**config.mk**
```make
export PLATFORM = sky130hd
export DESIGN_NAME = cps_sequencer
export DESIGN_NICKNAME = d
export VERILOG_FILES = /design/src/logic/cps_pkg.sv /design/src/logic/cps_sequencer.sv /design/src/logic/cps_delay_timer.sv
export SDC_FILE = /design/constraint.sdc
export NUM_CORES = 1
export LEC_CHECK = 0
export BUFFER_PORTS_ARGS = -buffer_cell sky130_fd_sc_hd__buf_2
export CORE_ASPECT_RATIO = 0.7
export CORE_MARGIN = 4
export CORE_UTILIZATION = 40
export CTS_BUF_LIST = sky130_fd_sc_hd__clkbuf_8
export CTS_CLUSTER_DIAMETER = 100
export DETAILED_ROUTE_END_ITERATION = 8
export PLACE_DENSITY = 0.62
export SYNTH_ARGS = -nofsm -noshare
export SYNTH_HDL_FRONTEND = slang
export SYNTH_SLANG_ARGS = --single-unit
export TNS_END_PERCENT = 5
```
**constraint.sdc**
```tcl
create_clock -name i_sys_clk -period 4.9 [get_ports i_sys_clk]
set_clock_uncertainty 0.1 [all_clocks]
set_input_delay 0.98 -clock i_sys_clk [delete_from_list [all_inputs] [get_ports i_sys_clk]]
set_output_delay 0.98 -clock i_sys_clk [all_outputs]
set_load 0.03 [all_outputs]
```
**src/logic/cps_pkg.sv**
```systemverilog
/*
 * cps_pkg: register map, field positions, reset values, timing counts and the
 * state and comparator sense types for the charger power-up sequencer.
 * Assumes a 10 MHz system clock and a 32-bit AXI4-Lite register bus.
 */
package cps_pkg;
	localparam int unsigned CLK_HZ = 10000000;
	localparam int unsigned CLK_PERIOD_NS = 100;
	// qualification delay before the gate-drive regulator turns on
	localparam int unsigned QUAL_DELAY_MS = 220;
	localparam int unsigned QUAL_DELAY_MIN_MS = 100;
	localparam int unsigned QUAL_DELAY_CYC = QUAL_DELAY_MS * (CLK_HZ / 1000);
	localparam int unsigned QUAL_DELAY_MIN_CYC = QUAL_DELAY_MIN_MS * (CLK_HZ / 1000);
	// poor-source retry interval
	localparam int unsigned RETRY_S = 2;
	localparam int unsigned RETRY_CYC = RETRY_S * CLK_HZ;

	localparam logic [7:0] ADDR_CTRL = 8'h00;
	localparam logic [7:0] ADDR_WDOG = 8'h04;
	localparam logic [7:0] ADDR_STAT = 8'h08;

	// control register fields
	localparam int CTRL_SWITCH_DIS = 5;
	// image of the watchdog field in the control word, for the one-write shipping request
	localparam int CTRL_WDOG_LO = 6;
	localparam int CTRL_WDOG_HI = 7;
	localparam logic [31:0] CTRL_RESET = 32'h00000000;
	// watchdog period field, 00 = disabled
	localparam int WDOG_LO = 4;
	localparam int WDOG_HI = 5;
	localparam logic [1:0] WDOG_RESET = 2'h1;
	localparam logic [1:0] WDOG_OFF = 2'h0;
	// status register fields
	localparam int STAT_PGOOD = 2;
	localparam int STAT_SWITCH_ON = 0;
	localparam int STAT_REG_ON = 1;
	localparam int STAT_LATCH_OFF = 3;
	localparam int STAT_SHIP = 4;
	localparam int STAT_BUCK = 5;
	localparam int STAT_STATE_LO = 8;

	localparam logic [1:0] RESP_OKAY = 2'h0;
	localparam logic [1:0] RESP_SLVERR = 2'h2;

	typedef enum logic [2:0]
	{
		ST_RESET = 3'h0,
		ST_HIZ = 3'h1,
		ST_QUAL_WAIT = 3'h2,
		ST_SRC_CHECK = 3'h3,
		ST_SRC_RETRY = 3'h4,
		ST_RUN = 3'h5
	} cps_state_t;

	// analog comparator results sampled by the sequencer
	typedef struct packed {
		logic in_above_uvlo;
		logic bat_above_uvlo;
		logic bat_above_depl;
		logic in_above_bat_sleep;
		logic boost_mode;
		logic sys_overload;
		logic src_good;
		logic ilim_done;
	} cps_sense_t;
endpackage

```
**src/logic/cps_sequencer.sv**
```systemverilog
/*
 * cps_sequencer: power-up sequencer of a single-cell charger with an AXI4-Lite
 * register slave, battery switch control and gate-drive regulator enable.
 * Assumes comparator inputs synchronous to i_sys_clk and a single-beat master.
 */
// The implementer's own choices: the address map and the AXI4-Lite register port.
// Notes on behaviour
// - supply above release level resets registers; bus then accepted.
// - battery only and above depletion closes switch, regulator stays off.
// - overload on battery opens switch until input supply returns.
// - software disable bit opens the battery switch.
// - plugging in an input supply closes a disabled switch again.
// - regulator on only with input above release and proper sleep margin.
// - regulator waits the qualification delay, at least the minimum delay.
// - any unmet regulator condition keeps high-impedance state, regulator off.
// - input voltage checked before regulator; current limit before buck.
// - source qualified only after regulator up; failure blocks buck.
// - passing qualification sets power good flag and pulses interrupt.
// - failed poor-source check repeats every two seconds.
`timescale 1ns/100ps
module cps_sequencer
	import cps_pkg::*;
#(
	parameter int unsigned QUAL_CYC = QUAL_DELAY_CYC,
	parameter int unsigned RETRY_CYCLES = RETRY_CYC
)
(
	input wire logic i_sys_clk,
	input wire logic i_resetn,
	input wire cps_sense_t i_sense,
	input wire logic [7:0] i_awaddr,
	input wire logic i_awvalid,
	output logic o_awready,
	input wire logic [31:0] i_wdata,
	input wire logic [3:0] i_wstrb,
	input wire logic i_wvalid,
	output logic o_wready,
	output logic [1:0] o_bresp,
	output logic o_bvalid,
	input wire logic i_bready,
	input wire logic [7:0] i_araddr,
	input wire logic i_arvalid,
	output logic o_arready,
	output logic [31:0] o_rdata,
	output logic [1:0] o_rresp,
	output logic o_rvalid,
	input wire logic i_rready,
	output logic o_battery_switch_on,
	output logic o_gate_drive_regulator_en,
	output logic o_buck_en,
	output logic o_host_int
);
	localparam int TW = 25;
	localparam logic [TW-1:0] QUAL_N = TW'(QUAL_CYC);
	localparam logic [TW-1:0] RETRY_N = TW'(RETRY_CYCLES);

	cps_state_t state_q;
	logic por_ok;
	logic [31:0] ctrl_q;
	logic [1:0] wdog_q;
	logic pgood_q;
	logic latch_off_q;
	logic ship_q;
	logic switch_q;
	logic int_q;
	logic in_prev_q;
	logic in_ok;
	logic plug_in;
	logic timer_run;
	logic [TW-1:0] timer_cnt;
	logic timer_done;
	logic [7:0] aw_q;
	logic aw_have_q;
	logic [31:0] w_q;
	logic w_have_q;
	logic do_write;

	// internal logic runs when either supply passes the release level
	assign por_ok = i_sense.in_above_uvlo | i_sense.bat_above_uvlo;
	// regulator enable conditions: supply above release and sleep margin by mode
	assign in_ok = i_sense.in_above_uvlo &
		(i_sense.boost_mode ? !i_sense.in_above_bat_sleep : i_sense.in_above_bat_sleep);
	assign plug_in = i_sense.in_above_uvlo & !in_prev_q;

	// write channel: address and data taken in either order
	assign o_awready = !aw_have_q && !o_bvalid;
	assign o_wready = !w_have_q && !o_bvalid;
	assign do_write = aw_have_q && w_have_q && !o_bvalid;

	always_ff @(posedge i_sys_clk or negedge i_resetn)
	begin
		if (!i_resetn)
		begin
			aw_q <= 8'h00;
			aw_have_q <= 1'b0;
			w_q <= 32'h00000000;
			w_have_q <= 1'b0;
			o_bvalid <= 1'b0;
			o_bresp <= RESP_OKAY;
		end
		else
		begin
			if (i_awvalid && o_awready)
			begin
				aw_q <= i_awaddr;
				aw_have_q <= 1'b1;
			end
			if (i_wvalid && o_wready)
			begin
				w_q <= i_wdata;
				w_have_q <= i_wstrb[0];
			end
			if (i_wvalid && o_wready && !i_wstrb[0])
			begin
				w_have_q <= 1'b1;
			end
			if (do_write)
			begin
				aw_have_q <= 1'b0;
				w_have_q <= 1'b0;
				o_bvalid <= 1'b1;
				o_bresp <= (aw_q == ADDR_CTRL || aw_q == ADDR_WDOG || aw_q == ADDR_STAT) ?
					RESP_OKAY : RESP_SLVERR;
			end
			else if (o_bvalid && i_bready)
			begin
				o_bvalid <= 1'b0;
			end
		end
	end

	// software registers return to defaults while supplies are low
	always_ff @(posedge i_sys_clk or negedge i_resetn)
	begin
		if (!i_resetn)
		begin
			ctrl_q <= CTRL_RESET;
			wdog_q <= WDOG_RESET;
		end
		else if (!por_ok)
		begin
			ctrl_q <= CTRL_RESET;
			wdog_q <= WDOG_RESET;
		end
		else if (plug_in)
		begin
			ctrl_q[CTRL_SWITCH_DIS] <= 1'b0;
		end
		else if (do_write && aw_q == ADDR_CTRL)
		begin
			ctrl_q <= w_q;
			// a shipping request also turns the watchdog off
			if (w_q[CTRL_SWITCH_DIS] && w_q[CTRL_WDOG_HI:CTRL_WDOG_LO] == WDOG_OFF)
			begin
				wdog_q <= WDOG_OFF;
			end
		end
		else if (do_write && aw_q == ADDR_WDOG)
		begin
			wdog_q <= w_q[WDOG_HI:WDOG_LO];
		end
	end

	// shipping mode only when both changes arrive in one write to the control word
	always_ff @(posedge i_sys_clk or negedge i_resetn)
	begin
		if (!i_resetn)
		begin
			ship_q <= 1'b0;
		end
		else if (!por_ok || plug_in)
		begin
			ship_q <= 1'b0;
		end
		else if (do_write && aw_q == ADDR_CTRL && w_q[CTRL_SWITCH_DIS] &&
			w_q[CTRL_WDOG_HI:CTRL_WDOG_LO] == WDOG_OFF)
		begin
			ship_q <= 1'b1;
		end
	end

	// overload latch, released only by a new input supply
	always_ff @(posedge i_sys_clk or negedge i_resetn)
	begin
		if (!i_resetn)
		begin
			latch_off_q <= 1'b0;
			in_prev_q <= 1'b0;
		end
		else
		begin
			in_prev_q <= i_sense.in_above_uvlo;
			if (i_sense.sys_overload && !i_sense.in_above_uvlo)
			begin
				latch_off_q <= 1'b1;
			end
			else if (plug_in)
			begin
				latch_off_q <= 1'b0;
			end
		end
	end

	// battery switch closing conditions
	always_ff @(posedge i_sys_clk or negedge i_resetn)
	begin
		if (!i_resetn)
		begin
			switch_q <= 1'b0;
		end
		else
		begin
			switch_q <= por_ok && i_sense.bat_above_depl && !ctrl_q[CTRL_SWITCH_DIS] &&
				!ship_q && !latch_off_q && !(i_sense.sys_overload && !i_sense.in_above_uvlo);
		end
	end

	assign timer_run = (state_q == ST_QUAL_WAIT) || (state_q == ST_SRC_RETRY);
	assign timer_cnt = (state_q == ST_SRC_RETRY) ? RETRY_N : QUAL_N;

	cps_delay_timer #(
		.WIDTH(TW)
	) u_timer (
		.i_sys_clk(i_sys_clk),
		.i_resetn(i_resetn),
		.i_run(timer_run),
		.i_count(timer_cnt),
		.o_done(timer_done)
	);

	// power-up sequence from the input supply
	always_ff @(posedge i_sys_clk or negedge i_resetn)
	begin
		if (!i_resetn)
		begin
			state_q <= ST_RESET;
		end
		else if (!por_ok)
		begin
			state_q <= ST_RESET;
		end
		else if (!in_ok)
		begin
			state_q <= ST_HIZ;
		end
		else
		begin
			case (state_q)
				ST_RESET: state_q <= ST_HIZ;
				ST_HIZ: state_q <= ST_QUAL_WAIT;
				ST_QUAL_WAIT: if (timer_done) state_q <= ST_SRC_CHECK;
				ST_SRC_CHECK: state_q <= i_sense.src_good ? ST_RUN : ST_SRC_RETRY;
				ST_SRC_RETRY: if (timer_done) state_q <= ST_SRC_CHECK;
				ST_RUN: state_q <= ST_RUN;
				default: state_q <= ST_RESET;
			endcase
		end
	end

	// power good flag and host event pulse
	always_ff @(posedge i_sys_clk or negedge i_resetn)
	begin
		if (!i_resetn)
		begin
			pgood_q <= 1'b0;
			int_q <= 1'b0;
		end
		else
		begin
			int_q <= (state_q == ST_SRC_CHECK) && i_sense.src_good && in_ok && por_ok;
			if (state_q == ST_SRC_CHECK && i_sense.src_good && in_ok && por_ok)
			begin
				pgood_q <= 1'b1;
			end
			else if (state_q != ST_RUN && state_q != ST_SRC_CHECK)
			begin
				pgood_q <= 1'b0;
			end
		end
	end

	// register read channel
	assign o_arready = !o_rvalid;
	always_ff @(posedge i_sys_clk or negedge i_resetn)
	begin
		if (!i_resetn)
		begin
			o_rvalid <= 1'b0;
			o_rdata <= 32'h00000000;
			o_rresp <= RESP_OKAY;
		end
		else if (i_arvalid && o_arready)
		begin
			o_rvalid <= 1'b1;
			o_rresp <= RESP_OKAY;
			case (i_araddr)
				ADDR_CTRL: o_rdata <= ctrl_q;
				ADDR_WDOG: o_rdata <= {26'h0, wdog_q, 4'h0};
				ADDR_STAT: o_rdata <= {21'h0, state_q, 2'h0, o_buck_en, ship_q,
					latch_off_q, pgood_q, o_gate_drive_regulator_en, switch_q};
				default:
				begin
					o_rdata <= 32'h00000000;
					o_rresp <= RESP_SLVERR;
				end
			endcase
		end
		else if (o_rvalid && i_rready)
		begin
			o_rvalid <= 1'b0;
		end
	end

	assign o_battery_switch_on = switch_q;
	assign o_gate_drive_regulator_en = (state_q == ST_SRC_CHECK) || (state_q == ST_SRC_RETRY) ||
		(state_q == ST_RUN);
	assign o_buck_en = (state_q == ST_RUN) && i_sense.ilim_done;
	assign o_host_int = int_q;

	int unsigned qual_cnt;
	always_ff @(posedge i_sys_clk or negedge i_resetn)
	begin
		if (!i_resetn)
		begin
			qual_cnt <= 0;
		end
		else
		begin
			qual_cnt <= (state_q == ST_QUAL_WAIT) ? qual_cnt + 1 : 0;
		end
	end

	reg_min_delay_a: assert property (@(posedge i_sys_clk) disable iff (!i_resetn)
		$rose(o_gate_drive_regulator_en) |-> qual_cnt >= QUAL_CYC)
		else $error("regulator enabled before minimum delay");
	reg_cond_a: assert property (@(posedge i_sys_clk) disable iff (!i_resetn)
		!in_ok |=> !o_gate_drive_regulator_en)
		else $error("regulator on without supply conditions");
	switch_dis_a: assert property (@(posedge i_sys_clk) disable iff (!i_resetn)
		ctrl_q[CTRL_SWITCH_DIS] |=> !o_battery_switch_on)
		else $error("switch closed while disabled");
	overload_open_a: assert property (@(posedge i_sys_clk) disable iff (!i_resetn)
		(i_sense.sys_overload && !i_sense.in_above_uvlo) |=> !o_battery_switch_on)
		else $error("switch not opened on overload");
	batt_only_a: assert property (@(posedge i_sys_clk) disable iff (!i_resetn)
		(!i_sense.in_above_uvlo && i_sense.bat_above_uvlo && !o_battery_switch_on &&
		!latch_off_q && !ship_q &&
		!ctrl_q[CTRL_SWITCH_DIS] && i_sense.bat_above_depl && !i_sense.sys_overload)
		|=> o_battery_switch_on && !o_gate_drive_regulator_en)
		else $error("battery-only power up wrong");
	pgood_int_a: assert property (@(posedge i_sys_clk) disable iff (!i_resetn)
		$rose(pgood_q) |-> o_host_int)
		else $error("power good without interrupt");
	buck_gate_a: assert property (@(posedge i_sys_clk) disable iff (!i_resetn)
		o_buck_en |-> pgood_q && o_gate_drive_regulator_en)
		else $error("buck started before qualification");
	por_reset_a: assert property (@(posedge i_sys_clk) disable iff (!i_resetn)
		!por_ok |=> state_q == ST_RESET && ctrl_q == CTRL_RESET)
		else $error("registers not reset on power loss");
	replug_a: assert property (@(posedge i_sys_clk) disable iff (!i_resetn)
		plug_in |=> !latch_off_q && !ship_q)
		else $error("switch not released by plug in");
endmodule

```
**src/logic/cps_delay_timer.sv**
```systemverilog
/*
 * cps_delay_timer: restartable up-counter that raises done, and holds it until run drops,
 * once a requested number of cycles has elapsed while run stays high.
 * Assumes a single clock domain with asynchronous active-low reset.
 */
`timescale 1ns/100ps
module cps_delay_timer
	import cps_pkg::*;
#(
	parameter int unsigned WIDTH = 25
)
(
	input wire logic i_sys_clk,
	input wire logic i_resetn,
	input wire logic i_run,
	input wire logic [WIDTH-1:0] i_count,
	output logic o_done
);
	logic [WIDTH-1:0] cnt_q;
	logic done_q;

	always_ff @(posedge i_sys_clk or negedge i_resetn)
	begin
		if (!i_resetn)
		begin
			cnt_q <= '0;
			done_q <= 1'b0;
		end
		else if (!i_run)
		begin
			cnt_q <= '0;
			done_q <= 1'b0;
		end
		else if (!done_q)
		begin
			cnt_q <= cnt_q + 1'b1;
			done_q <= (cnt_q + 1'b1) >= i_count;
		end
	end

	assign o_done = done_q;
endmodule

```
==> impl_metrics.toml <==
[status]
status = "finished clean"

[sta]
tightestPinTransition_ns = 1.07
slew_headroom = 0.287
tns_ns = 0
hold_viol = 0
setup_viol = 0
fin_crit_ns = 3.32
fin_crit_sh = 0.677
drv_slew = 0
max_freq_ghz = 0.301
setup_ws_ns = 1.58
grt_setup_unrepaired = "no"

[critical_path]
endpoint_kind = "flip-flop"
cp.arrival_ns = 3.58
crit_type = "flip-flop to flip-flop"
crit_required_ns = 5.16
cp_max_fo = 7
worstSetupStartpointType = "flip-flop"

[synthesis]
synth_mux_area_frac = 0.0886
syn_inst = 582
yosysUniqueCellTypes = 51
ys_async_sr_fraction = 1.00
yosys.area.top_type_share = 0.547
ys_ff_latch = 147
synth_compound_area_frac = 0.129
ys.warnings.count = 0
yosys.area_share.simple = 0.128
synth_top_family_by_area = "compound AO/OA/AOI/OAI gates"
seq_area_frac_synth = 0.551
synth_xor_xnor_area_share = 0.0512
yosysTopAreaCell = "dfrtp_1"
synth_edf_count = 0
synth_flop_cell = "dfrtp_1"
post_synth.cell_area_avg_sq_um = 11.5
synthTopCellsByArea = "dfrtp_1 55%, a22o_1 7.3%, mux2_2 6.9%"
synthTopCellsByCount = "146 x dfrtp_1, 56 x a22o_1, 51 x nor2_1, 41 x mux2_2, 35 x nand2_1"
syn-cell-area_sq_mm = 0.00668
synth.most_common_cell = "dfrtp_1"
synth_fa_ha_area_frac = 0.0206

[drt]
ant_nets = 0
drcViolationCount = 0
wire_per_inst_um = 16.2
drt_pass1_iterations = 4
dr.first_iter.drc_count = 244
vias = 4727
vias_per_cell = 5.20
postRouteWirelength_mm = 14.7

[job]
maxCapViolations = 0

[finish]
drive_above_1_share = 0.292
area_delta_synth_final_pct = 15.8
num_antenna_cells = 0
nNetsFinal = 749
final_cells = 909
final_area_sq_mm = 0.00773

[clock_tree]
holdBufCountCts = 0
cts_tree = "yes"
cts_buffer_depth = 2
post_cts_buffers = 0
cts_max_level = 4
clk_pin_slew_ns = 0.08
clkSinkCount = 147
numCtsBuffers = 17
postCtsResizedCells = 0
root_buffer = "clkbuf_8"
clk_latency_ns = 0.44

[die]
ios = 112
coreArea_sq_mm = 0.0163
die_w_um = 162
die_y_um = 116
die_area_sq_mm = 0.0189
start_util = 0.408
row_count = 39

[global_routing]
grt_overflow = 0
grt_usage = 0.162
grt_pass1_wl_mm = 24.5
antenna_found_initial = 0
grt_start_max_net_pins = 114
grt_pass1_vias = 4768

[place]
dp_slack_ns = 1.63
place_congestion = 0.941
dp_hpwl_mm = 10.5
postPlaceCellArea_sq_mm = 0.00736
dpl.cell_count = 877
port_buffers = 105

[power_and_ir_drop]
leakage_nw = 3.64
irDropWorstVdd_mv = 0.409
finalPower_mw = 2.94
pwr_density_cell_mw_per_mm2 = 381

[min_path]
hold_path.class = "flip-flop to flip-flop"
[placed cells by master, fill, tap and decap left out, drive strengths merged, types with 4 or more instances in the layout]
cell	count
nand4	12
nor3b	4
nor3	10
a21oi	19
clkbuf	17
buf	109
mux2i	13
nand2b	5
nand2	35
o31ai	4
nor2	51
ha	11
or3	4
a22o	56
mux2	41
xor2	22
dfrtp	146
inv	19
o21ai	24
nor4	10
nand3	16
xnor2	17
and3	5
[routing by layer]
layer / part of all wire / vias to the layer above / global-route usage
met5: 0 / - / 0
li1: - / 2254 / -
met3: 0.051 / 14 / 0.0353
met2: 0.44 / 101 / 0.239
met4: 0.012 / 0 / 0.0496
met1: 0.50 / 2358 / 0.240
[critical path: stages (launching register included)]
cell and delay [ns]:
dfrtp_1 0.48, ha_1 0.32, nand4_1 0.30, or3_1 0.45
nor2_1 0.14, xor2_1 0.09, ha_1 0.30, nand3_1 0.12
nor4b_1 0.27, a21oi_1 0.11, a2111oi_2 0.34, o31ai_1 0.14
o211ai_2 0.07
[layout make-up]
type	instances	area, sq um
Multi-Input combinational cell	387	2800
Inverter	9	33.8
Sequential cell	147	3680
Tap cell	225	282
Clock inverter	15	141
Timing Repair Buffer	109	562
Fill cell	1536	8610
Clock buffer	17	234
[state kept, by name, indices dropped and copies added (netlist names), 2 cells and up]
name and count:
wdog_q 2, u_timer.cnt_q 25, aw_q 8, state_q 3
ctrl_q 32, o_rdata 32, w_q 32
[final timing paths]
kind	startpoint	endpoint	slack (ns)	cells after the start
max	u_timer.cnt_q[0]	u_timer.o_done	1.58	12
min	wdog_q[0]	wdog_q[0]	0.38	2
max reg2reg	u_timer.cnt_q[0]	u_timer.o_done	1.58	12
min reg2reg	wdog_q[0]	wdog_q[0]	0.38	2
max in group asynchronous	i_resetn	aw_q[4]	3.07	2
min in group asynchronous	i_resetn	w_q[18]	0.56	1
[per-stage QoR]
stage	hold slack (ns)	util
finish	0.377	0.473
global route	0.392	0.473
CTS	0.377	0.473
detailed placement	0.364	0.450
global placement	0.358	0.450
floorplan	0.329	-
[power breakdown]
group          switching, mW  internal, mW  total (mW)
logic                  0.248         0.253       0.501
registers              0.126          1.42        1.55
clock network          0.522         0.375       0.897
[cells by family after synthesis]
group,Yosys count
DFF,147
adders and majority gates,11
xor gates and xnor gates,39
buffers and inverters,49
other,1
AOI/OAI and AO/OA,117
muxes,54
and+or+nand+nor,164
Power figures use the tool's default switching activity.
